[config.mk]
export PLATFORM = sky130hd
export DESIGN_NAME = pic_top
export DESIGN_NICKNAME = d
export VERILOG_FILES = /design/src/design/pic_pkg.sv /design/src/design/pic_top.sv
export SDC_FILE = /design/constraint.sdc
export NUM_CORES = 1
export LEC_CHECK = 0
export BUFFER_PORTS_ARGS = -buffer_cell sky130_fd_sc_hd__buf_2
export CAP_MARGIN = 30
export CORE_MARGIN = 2
export CORE_UTILIZATION = 57
export CTS_CLUSTER_SIZE = 12
export DETAILED_ROUTE_END_ITERATION = 10
export MAX_ROUTING_LAYER = met4
export PLACE_DENSITY = 0.83
export SLEW_MARGIN = 0
export SYNTH_ARGS = -nofsm -noshare
export SYNTH_HDL_FRONTEND = slang
export SYNTH_SLANG_ARGS = --single-unit
[constraint.sdc]
create_clock -name clk -period 4 [get_ports clk]
set_input_delay 0 -clock clk [delete_from_list [all_inputs] [get_ports clk]]
set_output_delay 0 -clock clk [all_outputs]
set_load 0.02 [all_outputs]
[src/design/pic_pkg.sv]
// Package of constants for the prioritized interrupt controller
`default_nettype none
package pic_pkg;
  localparam int NUM_SRC = 16;
  localparam logic [7:0] ADDR_ENABLE_LOW = 8'h3a;
  localparam logic [7:0] ADDR_ENABLE_HIGH = 8'h3b;
  localparam logic [7:0] ADDR_LATCH_LOW = 8'h3c;
  localparam logic [7:0] ADDR_LATCH_HIGH = 8'h3d;
  localparam int IDX_RESET = 0;
  localparam int IDX_SOFTWARE = 1;
  localparam int IDX_WATCHDOG = 2;
  localparam int IDX_EXT0 = 3;
  localparam int IDX_FIRST_EF = 4;
  localparam int BIT_MASTER = 0;
  localparam logic [15:0] VECTOR_TOP = 16'hfffe;
  localparam logic [15:0] LATCH_RESET = 16'h0000;
  localparam logic [15:0] ENABLE_RESET = 16'h0000;
  // Bits 15..2 hold latches; 0 and 1 read zero
  localparam logic [15:0] LATCH_IMPL = 16'hfffc;
  // Bits 15..4 are source enables, bit 0 the master flag
  localparam logic [15:0] ENABLE_IMPL = 16'hfff1;
  localparam int ACCEPT_CYCLES = 8;
  typedef enum logic [1:0] {
    PIC_IDLE = 2'b00,
    PIC_ACCEPT = 2'b01,
    PIC_VECTOR = 2'b11
  } pic_state_t;
endpackage
`default_nettype wire

[src/design/pic_top.sv]
// Prioritized interrupt controller: latches, enables, priority, acceptance sequence
`default_nettype none
module pic_top #(
  parameter int ACCEPT_LEN = pic_pkg::ACCEPT_CYCLES
) (
  input wire logic clk,
  input wire logic resetn,
  input wire logic clk_en,
  input wire logic [15:0] src_req,
  input wire logic sw_trap,
  input wire logic ext0_pin_enable,
  input wire logic instr_last_cycle,
  input wire logic unmask_all_instr,
  input wire logic mask_all_instr,
  input wire logic maskable_return_instr,
  input wire logic pseudo_nmi_return_instr,
  input wire logic [7:0] reg_addr,
  input wire logic reg_wr,
  input wire logic reg_rd,
  input wire logic [7:0] reg_wdata,
  output logic [7:0] reg_rdata,
  output logic irq_pending,
  output logic accept_busy,
  output logic vector_valid,
  output logic [15:0] vector_addr,
  output logic [3:0] accepted_src
);
  initial begin
    if (ACCEPT_LEN < 2 || ACCEPT_LEN > 255) $error("ACCEPT_LEN out of range");
  end

  ////////////////////////////////////////////////////////////////////////////
  // Reset release
  logic rst_s1_r, rst_s2_r;
  always_ff @(posedge clk or negedge resetn) begin
    if (!resetn) begin
      rst_s1_r <= 1'b0;
      rst_s2_r <= 1'b0;
    end else begin
      rst_s1_r <= 1'b1;
      rst_s2_r <= rst_s1_r;
    end
  end
  wire rstn = rst_s2_r;

  ////////////////////////////////////////////////////////////////////////////
  // Source synchronisers; requests may come from pins
  logic [15:0] req_s1_r, req_s2_r, req_d_r;
  logic swt_s1_r, swt_s2_r;
  always_ff @(posedge clk or negedge rstn) begin
    if (!rstn) begin
      req_s1_r <= 16'h0000;
      req_s2_r <= 16'h0000;
      req_d_r <= 16'h0000;
    end else if (clk_en) begin
      req_s1_r <= src_req;
      req_s2_r <= req_s1_r;
      req_d_r <= req_s2_r;
    end
  end

  // Trap is a level, so it needs no edge stage
  always_ff @(posedge clk or negedge rstn) begin
    if (!rstn) begin
      swt_s1_r <= 1'b0;
      swt_s2_r <= 1'b0;
    end else if (clk_en) begin
      swt_s1_r <= sw_trap;
      swt_s2_r <= swt_s1_r;
    end
  end
  // Rising edge of a request level is one event
  wire [15:0] req_edge = req_s2_r & ~req_d_r;
  logic [15:0] ext0_gate;
  always_comb begin
    ext0_gate = 16'hffff;
    ext0_gate[pic_pkg::IDX_EXT0] = ext0_pin_enable;
  end
  wire [15:0] req_set = req_edge & ext0_gate & pic_pkg::LATCH_IMPL;

  ////////////////////////////////////////////////////////////////////////////
  // Registers
  logic [15:0] latch_r, latch_nxt;
  logic [15:0] enable_r, enable_nxt;
  logic nmi_busy_r, nmi_busy_nxt;
  logic saved_master_r, saved_master_nxt;
  pic_pkg::pic_state_t state_r, state_nxt;
  logic [7:0] cnt_r, cnt_nxt;
  logic [3:0] win_r, win_nxt;
  logic [15:0] vector_r, vector_nxt;

  wire wr_en_lo = reg_wr && reg_addr == pic_pkg::ADDR_ENABLE_LOW;
  wire wr_en_hi = reg_wr && reg_addr == pic_pkg::ADDR_ENABLE_HIGH;
  wire wr_la_lo = reg_wr && reg_addr == pic_pkg::ADDR_LATCH_LOW;
  wire wr_la_hi = reg_wr && reg_addr == pic_pkg::ADDR_LATCH_HIGH;
  wire master = enable_r[pic_pkg::BIT_MASTER];

  ////////////////////////////////////////////////////////////////////////////
  // Priority selection
  function automatic logic [4:0] pick_first(input logic [15:0] v);
    logic [4:0] r;
    r = 5'h10;
    for (int i = 15; i >= 0; i--) begin
      if (v[i]) r = {1'b0, i[3:0]};
    end
    return r;
  endfunction

  // Vector table grows downward two bytes per priority step
  function automatic logic [15:0] vector_of(input logic [3:0] src);
    return pic_pkg::VECTOR_TOP - {11'h000, src, 1'b0};
  endfunction

  logic [15:0] eligible;
  always_comb begin
    eligible = 16'h0000;
    if (!nmi_busy_r) begin
      eligible[pic_pkg::IDX_SOFTWARE] = swt_s2_r;
      eligible[pic_pkg::IDX_WATCHDOG] = latch_r[pic_pkg::IDX_WATCHDOG];
    end
    if (master) begin
      eligible[pic_pkg::IDX_EXT0] = latch_r[pic_pkg::IDX_EXT0];
      eligible[15:4] = latch_r[15:4] & enable_r[15:4];
    end
  end
  wire [4:0] pick = pick_first(eligible);
  wire any_eligible = ~pick[4];
  wire start_accept = state_r == pic_pkg::PIC_IDLE && instr_last_cycle && any_eligible;
  wire is_nmi_pick = pick[3:0] == 4'(pic_pkg::IDX_SOFTWARE) || pick[3:0] == 4'(pic_pkg::IDX_WATCHDOG);

  ////////////////////////////////////////////////////////////////////////////
  // Next state
  always_comb begin
    latch_nxt = latch_r;
    enable_nxt = enable_r;
    nmi_busy_nxt = nmi_busy_r;
    saved_master_nxt = saved_master_r;
    state_nxt = state_r;
    cnt_nxt = cnt_r;
    win_nxt = win_r;
    vector_nxt = vector_r;
    // Software writes; latch writes only clear bits written zero
    if (wr_la_lo) latch_nxt[7:0] = latch_nxt[7:0] & reg_wdata;
    if (wr_la_hi) latch_nxt[15:8] = latch_nxt[15:8] & reg_wdata;
    if (wr_en_lo) enable_nxt[7:0] = reg_wdata & pic_pkg::ENABLE_IMPL[7:0];
    if (wr_en_hi) enable_nxt[15:8] = reg_wdata;
    if (unmask_all_instr) enable_nxt[pic_pkg::BIT_MASTER] = 1'b1;
    if (mask_all_instr) enable_nxt[pic_pkg::BIT_MASTER] = 1'b0;
    if (maskable_return_instr) enable_nxt[pic_pkg::BIT_MASTER] = 1'b1;
    if (pseudo_nmi_return_instr) begin
      enable_nxt[pic_pkg::BIT_MASTER] = saved_master_r & enable_r[pic_pkg::BIT_MASTER] | saved_master_r;
      nmi_busy_nxt = 1'b0;
    end
    unique case (state_r)
      pic_pkg::PIC_IDLE: begin
        if (start_accept) begin
          state_nxt = pic_pkg::PIC_ACCEPT;
          cnt_nxt = 8'(ACCEPT_LEN - 1);
          win_nxt = pick[3:0];
          enable_nxt[pic_pkg::BIT_MASTER] = 1'b0;
          latch_nxt[pick[3:0]] = 1'b0;
          if (is_nmi_pick) begin
            nmi_busy_nxt = 1'b1;
            saved_master_nxt = master;
          end
        end
      end
      pic_pkg::PIC_ACCEPT: begin
        cnt_nxt = cnt_r - 8'h01;
        if (cnt_r == 8'h01) begin
          state_nxt = pic_pkg::PIC_VECTOR;
          vector_nxt = vector_of(win_r);
        end
      end
      pic_pkg::PIC_VECTOR: begin
        state_nxt = pic_pkg::PIC_IDLE;
      end
      default: state_nxt = pic_pkg::PIC_IDLE;
    endcase
    // A new event wins over any clear in the same cycle
    latch_nxt = (latch_nxt | req_set) & pic_pkg::LATCH_IMPL;
  end

  ////////////////////////////////////////////////////////////////////////////
  // State registers; every one holds while clk_en is low
  // Kept apart so each flop group reads on its own
  always_ff @(posedge clk or negedge rstn) begin
    if (!rstn) begin
      latch_r <= pic_pkg::LATCH_RESET;
    end else if (clk_en) begin
      latch_r <= latch_nxt;
    end
  end

  always_ff @(posedge clk or negedge rstn) begin
    if (!rstn) begin
      enable_r <= pic_pkg::ENABLE_RESET;
    end else if (clk_en) begin
      enable_r <= enable_nxt;
    end
  end

  always_ff @(posedge clk or negedge rstn) begin
    if (!rstn) begin
      nmi_busy_r <= 1'b0;
    end else if (clk_en) begin
      nmi_busy_r <= nmi_busy_nxt;
    end
  end

  always_ff @(posedge clk or negedge rstn) begin
    if (!rstn) begin
      saved_master_r <= 1'b0;
    end else if (clk_en) begin
      saved_master_r <= saved_master_nxt;
    end
  end

  always_ff @(posedge clk or negedge rstn) begin
    if (!rstn) begin
      state_r <= pic_pkg::PIC_IDLE;
    end else if (clk_en) begin
      state_r <= state_nxt;
    end
  end

  always_ff @(posedge clk or negedge rstn) begin
    if (!rstn) begin
      cnt_r <= 8'h00;
    end else if (clk_en) begin
      cnt_r <= cnt_nxt;
    end
  end

  always_ff @(posedge clk or negedge rstn) begin
    if (!rstn) begin
      win_r <= 4'h0;
    end else if (clk_en) begin
      win_r <= win_nxt;
    end
  end

  always_ff @(posedge clk or negedge rstn) begin
    if (!rstn) begin
      vector_r <= pic_pkg::VECTOR_TOP;
    end else if (clk_en) begin
      vector_r <= vector_nxt;
    end
  end

  ////////////////////////////////////////////////////////////////////////////
  // Read path and outputs
  logic [7:0] rdata_r;
  wire [7:0] rd_mux = (reg_addr == pic_pkg::ADDR_ENABLE_LOW) ? enable_r[7:0] :
                      (reg_addr == pic_pkg::ADDR_ENABLE_HIGH) ? enable_r[15:8] :
                      (reg_addr == pic_pkg::ADDR_LATCH_LOW) ? latch_r[7:0] :
                      (reg_addr == pic_pkg::ADDR_LATCH_HIGH) ? latch_r[15:8] : 8'h00;
  always_ff @(posedge clk or negedge rstn) begin
    if (!rstn) rdata_r <= 8'h00;
    else if (clk_en && reg_rd) rdata_r <= rd_mux;
  end
  assign reg_rdata = rdata_r;
  assign irq_pending = any_eligible;
  assign accept_busy = state_r != pic_pkg::PIC_IDLE;
  assign vector_valid = state_r == pic_pkg::PIC_VECTOR;
  assign vector_addr = vector_r;
  assign accepted_src = win_r;
endmodule
`default_nettype wire

==> results.ini <==
[place]
hpwl_mm=8.06
gp_congestion=0.926
io_buffers=60
dpl_cell_area_um2=5330

[synth]
synthesis.area_um2=5000
synth_top_family_by_area=compound AO/OA/AOI/OAI gates
ys_warn_count=0
synth_edf_count=0
synthArstFlopShare=1.00
synthXorXnorAreaFrac=0.00877
syn_avg_cell_area_um2=10.5
ys_ff_latch=101
synth_compound_area_frac=0.181
synth-adder-area-share=0.00501
ys.flop_type=dfrtp_1
synth.area.mux_share=0.116
synthSimpleGateAreaFrac=0.126
synth_cells=474
synth_cell_types=60
yosysSeqAreaShare=0.507

[critical_path]
crit_family=compound AO/OA/AOI/OAI gates
slowest_delay_ps=560
path_class=flip-flop to flip-flop
cp_max_fo=11
crit_arrival_ps=2510
cpMaxStageDelayCell=dfrtp_1
crit_chain=inv_1 > a41oi_2 > o311ai_4 > a211oi_1 > and3_2 > o211ai_2
crit_cells=6
crit_path_start_kind=flip-flop
critPathRequiredTime_ps=4250
endpoint_kind=flip-flop
r2r_setup_slack_ps=1750
r2r_cells=6
worst-path-buf-inv=1

[floorplanning]
fp.dieH_um=97.6
io_pins=75
die_x_um=97.6
start_util=0.581
fp.dieArea_um2=9530
num_rows=34
coreArea_um2=8590

[finish]
utilization=0.677
final_cell_mix=96 x dfrtp_1, 60 x buf_2, 59 x o21ai_0
antenna_cells=0
final_area_um2=5810
final_layout_size_suffix_gt1_frac=0.267
layout_commonest_cell=dfrtp_1
finalNetCount=602
area_growth_syn_to_layout_pct=16.4

[routing]
avgRoutedWirePerCell_um=16.8
drt-total-wl_mm=11.2
drtIter0Drc=257
viasPerCell=5.83
remaining_drc_errors=0
via_count=3897
dr.pass1.iters=5
ant_nets=0

[global_route]
grt_pass1_wl_mm=18.3
antenna_found_initial=0
grt-ovfl-total=0
grt_pass1_vias=3745
grt.total_usage=0.249
grt_max_degree=81

[timing]
finalCritPeriodShare=0.563
slew_headroom=0.434
fin_worst_skew_ps=10.7
slew_violations=0
tightest_slew_ps=840
final.setup.tns_ps=0
setup_viol=0
max_freq_ghz=0.444
rsz0062_at_grt=no
holdWs_ps=13.2
period_minus_slack_ps=2250
hold_viol_final=0

[hold_path]
holdPathStages=4
hp-class=input port to flip-flop

[clock_network]
hold_buffers=27
htree_levels=3
worst_skew_pair.late_latency_ps=370
clock-sinks=101
cts_made_buffers=9
path_clk_slew_ps=100
post-cts-setup-buffers=0
clock_path_buffers=2
cts_resized=0
cts_tree=built
cts_root_buffer=clkbuf_8

[run_status]
status=finished, final reports clean

[run]
maxCapViolations=0

[power]
ir_drop_mv=0.225
power_density_nw_per_um2=420
leakagePower_nw=2.59

## final cells by class
type | count | area, µm²
repair buffers | 92 | 628
flip-flops and latches | 101 | 2540
well taps | 108 | 135
clock buffers | 9 | 124
fillers | 673 | 2780
clock inverters | 7 | 66.3
inverters | 25 | 93.8
multi-input cells | 327 | 2230
## registers in the layout (all words and copies together) (netlist names), 2 cells and up
name,cells
vector_addr,4
req_d_r,14
cnt_r,8
accepted_src,4
req_s1_r,14
req_s2_r,14
reg_rdata,8
state_r,2
enable_r,13
latch_r,14
## power breakdown
part           switching (mW)  internal, mW
combinational           0.332         0.229
sequential              0.105          1.16
clock                   0.377         0.242
total                   0.815          1.63
## tightest hold or removal path, delay by kind of cell
family          cells  cell delay [ps]
compound gates      2              170
buf+inv             1               70
simple gates        1              100
## kinds of logic after synthesis
family	after synthesis
adder cells (fa/ha/maj)	2
buffers and inverters	57
other	2
XOR/XNOR	5
multiplexers	52
flip-flops	101
AND/OR/NAND/NOR	125
AO/OA/AOI/OAI	130
## routing by layer
metal | share of wire | routed length [µm] | GRT usage
met5 | 0 | 0 | -
met2 | 0.48 | 5430 | 0.385
met3 | 0.056 | 634 | 0.0403
met1 | 0.44 | 4950 | 0.340
met4 | 0.020 | 229 | 0.0812
## Yosys cell counts, types with 5 or more instances
cell type   n  area, µm²
a21oi_1    11       55.1
a22o_1      8       70.1
a22oi_1    10       75.1
a31oi_1     7       43.8
and3_1      7       43.8
buf_4      13       97.6
clkbuf_1   13       48.8
dfrtp_1    97       2430
inv_1      24       90.1
mux2_2     48        541
nand2_1    49        184
nand2b_1    6       37.5
nand3_1    10       50.1
nor2_1     17       63.8
nor3_1      8       40.0
nor3b_1     6       45.0
o21ai_0    59        295
xor2_1      5       43.8
## per-stage QoR
stage	instances	setup slack (ps)	power (mW)
after global placement	625	1780	1.78
after detailed placement	625	1780	1.82
after floorplan	485	985	1.66
final	669	1750	2.44
after CTS	668	1760	2.46
after global routing	669	1610	2.59
## worst paths after layout
path,from,to
setup / recovery,enable_r[0],latch_r[12]
max in group asynchronous,rst_s2_r,latch_r[2]
hold reg to reg,rst_s2_r,req_s2_r[10]
hold / removal,unmask_all_instr,enable_r[0]
setup reg to reg,enable_r[0],latch_r[12]
min in group asynchronous,rst_s2_r,req_s2_r[10]
Note: power is estimated with default switching activity, not from simulation.
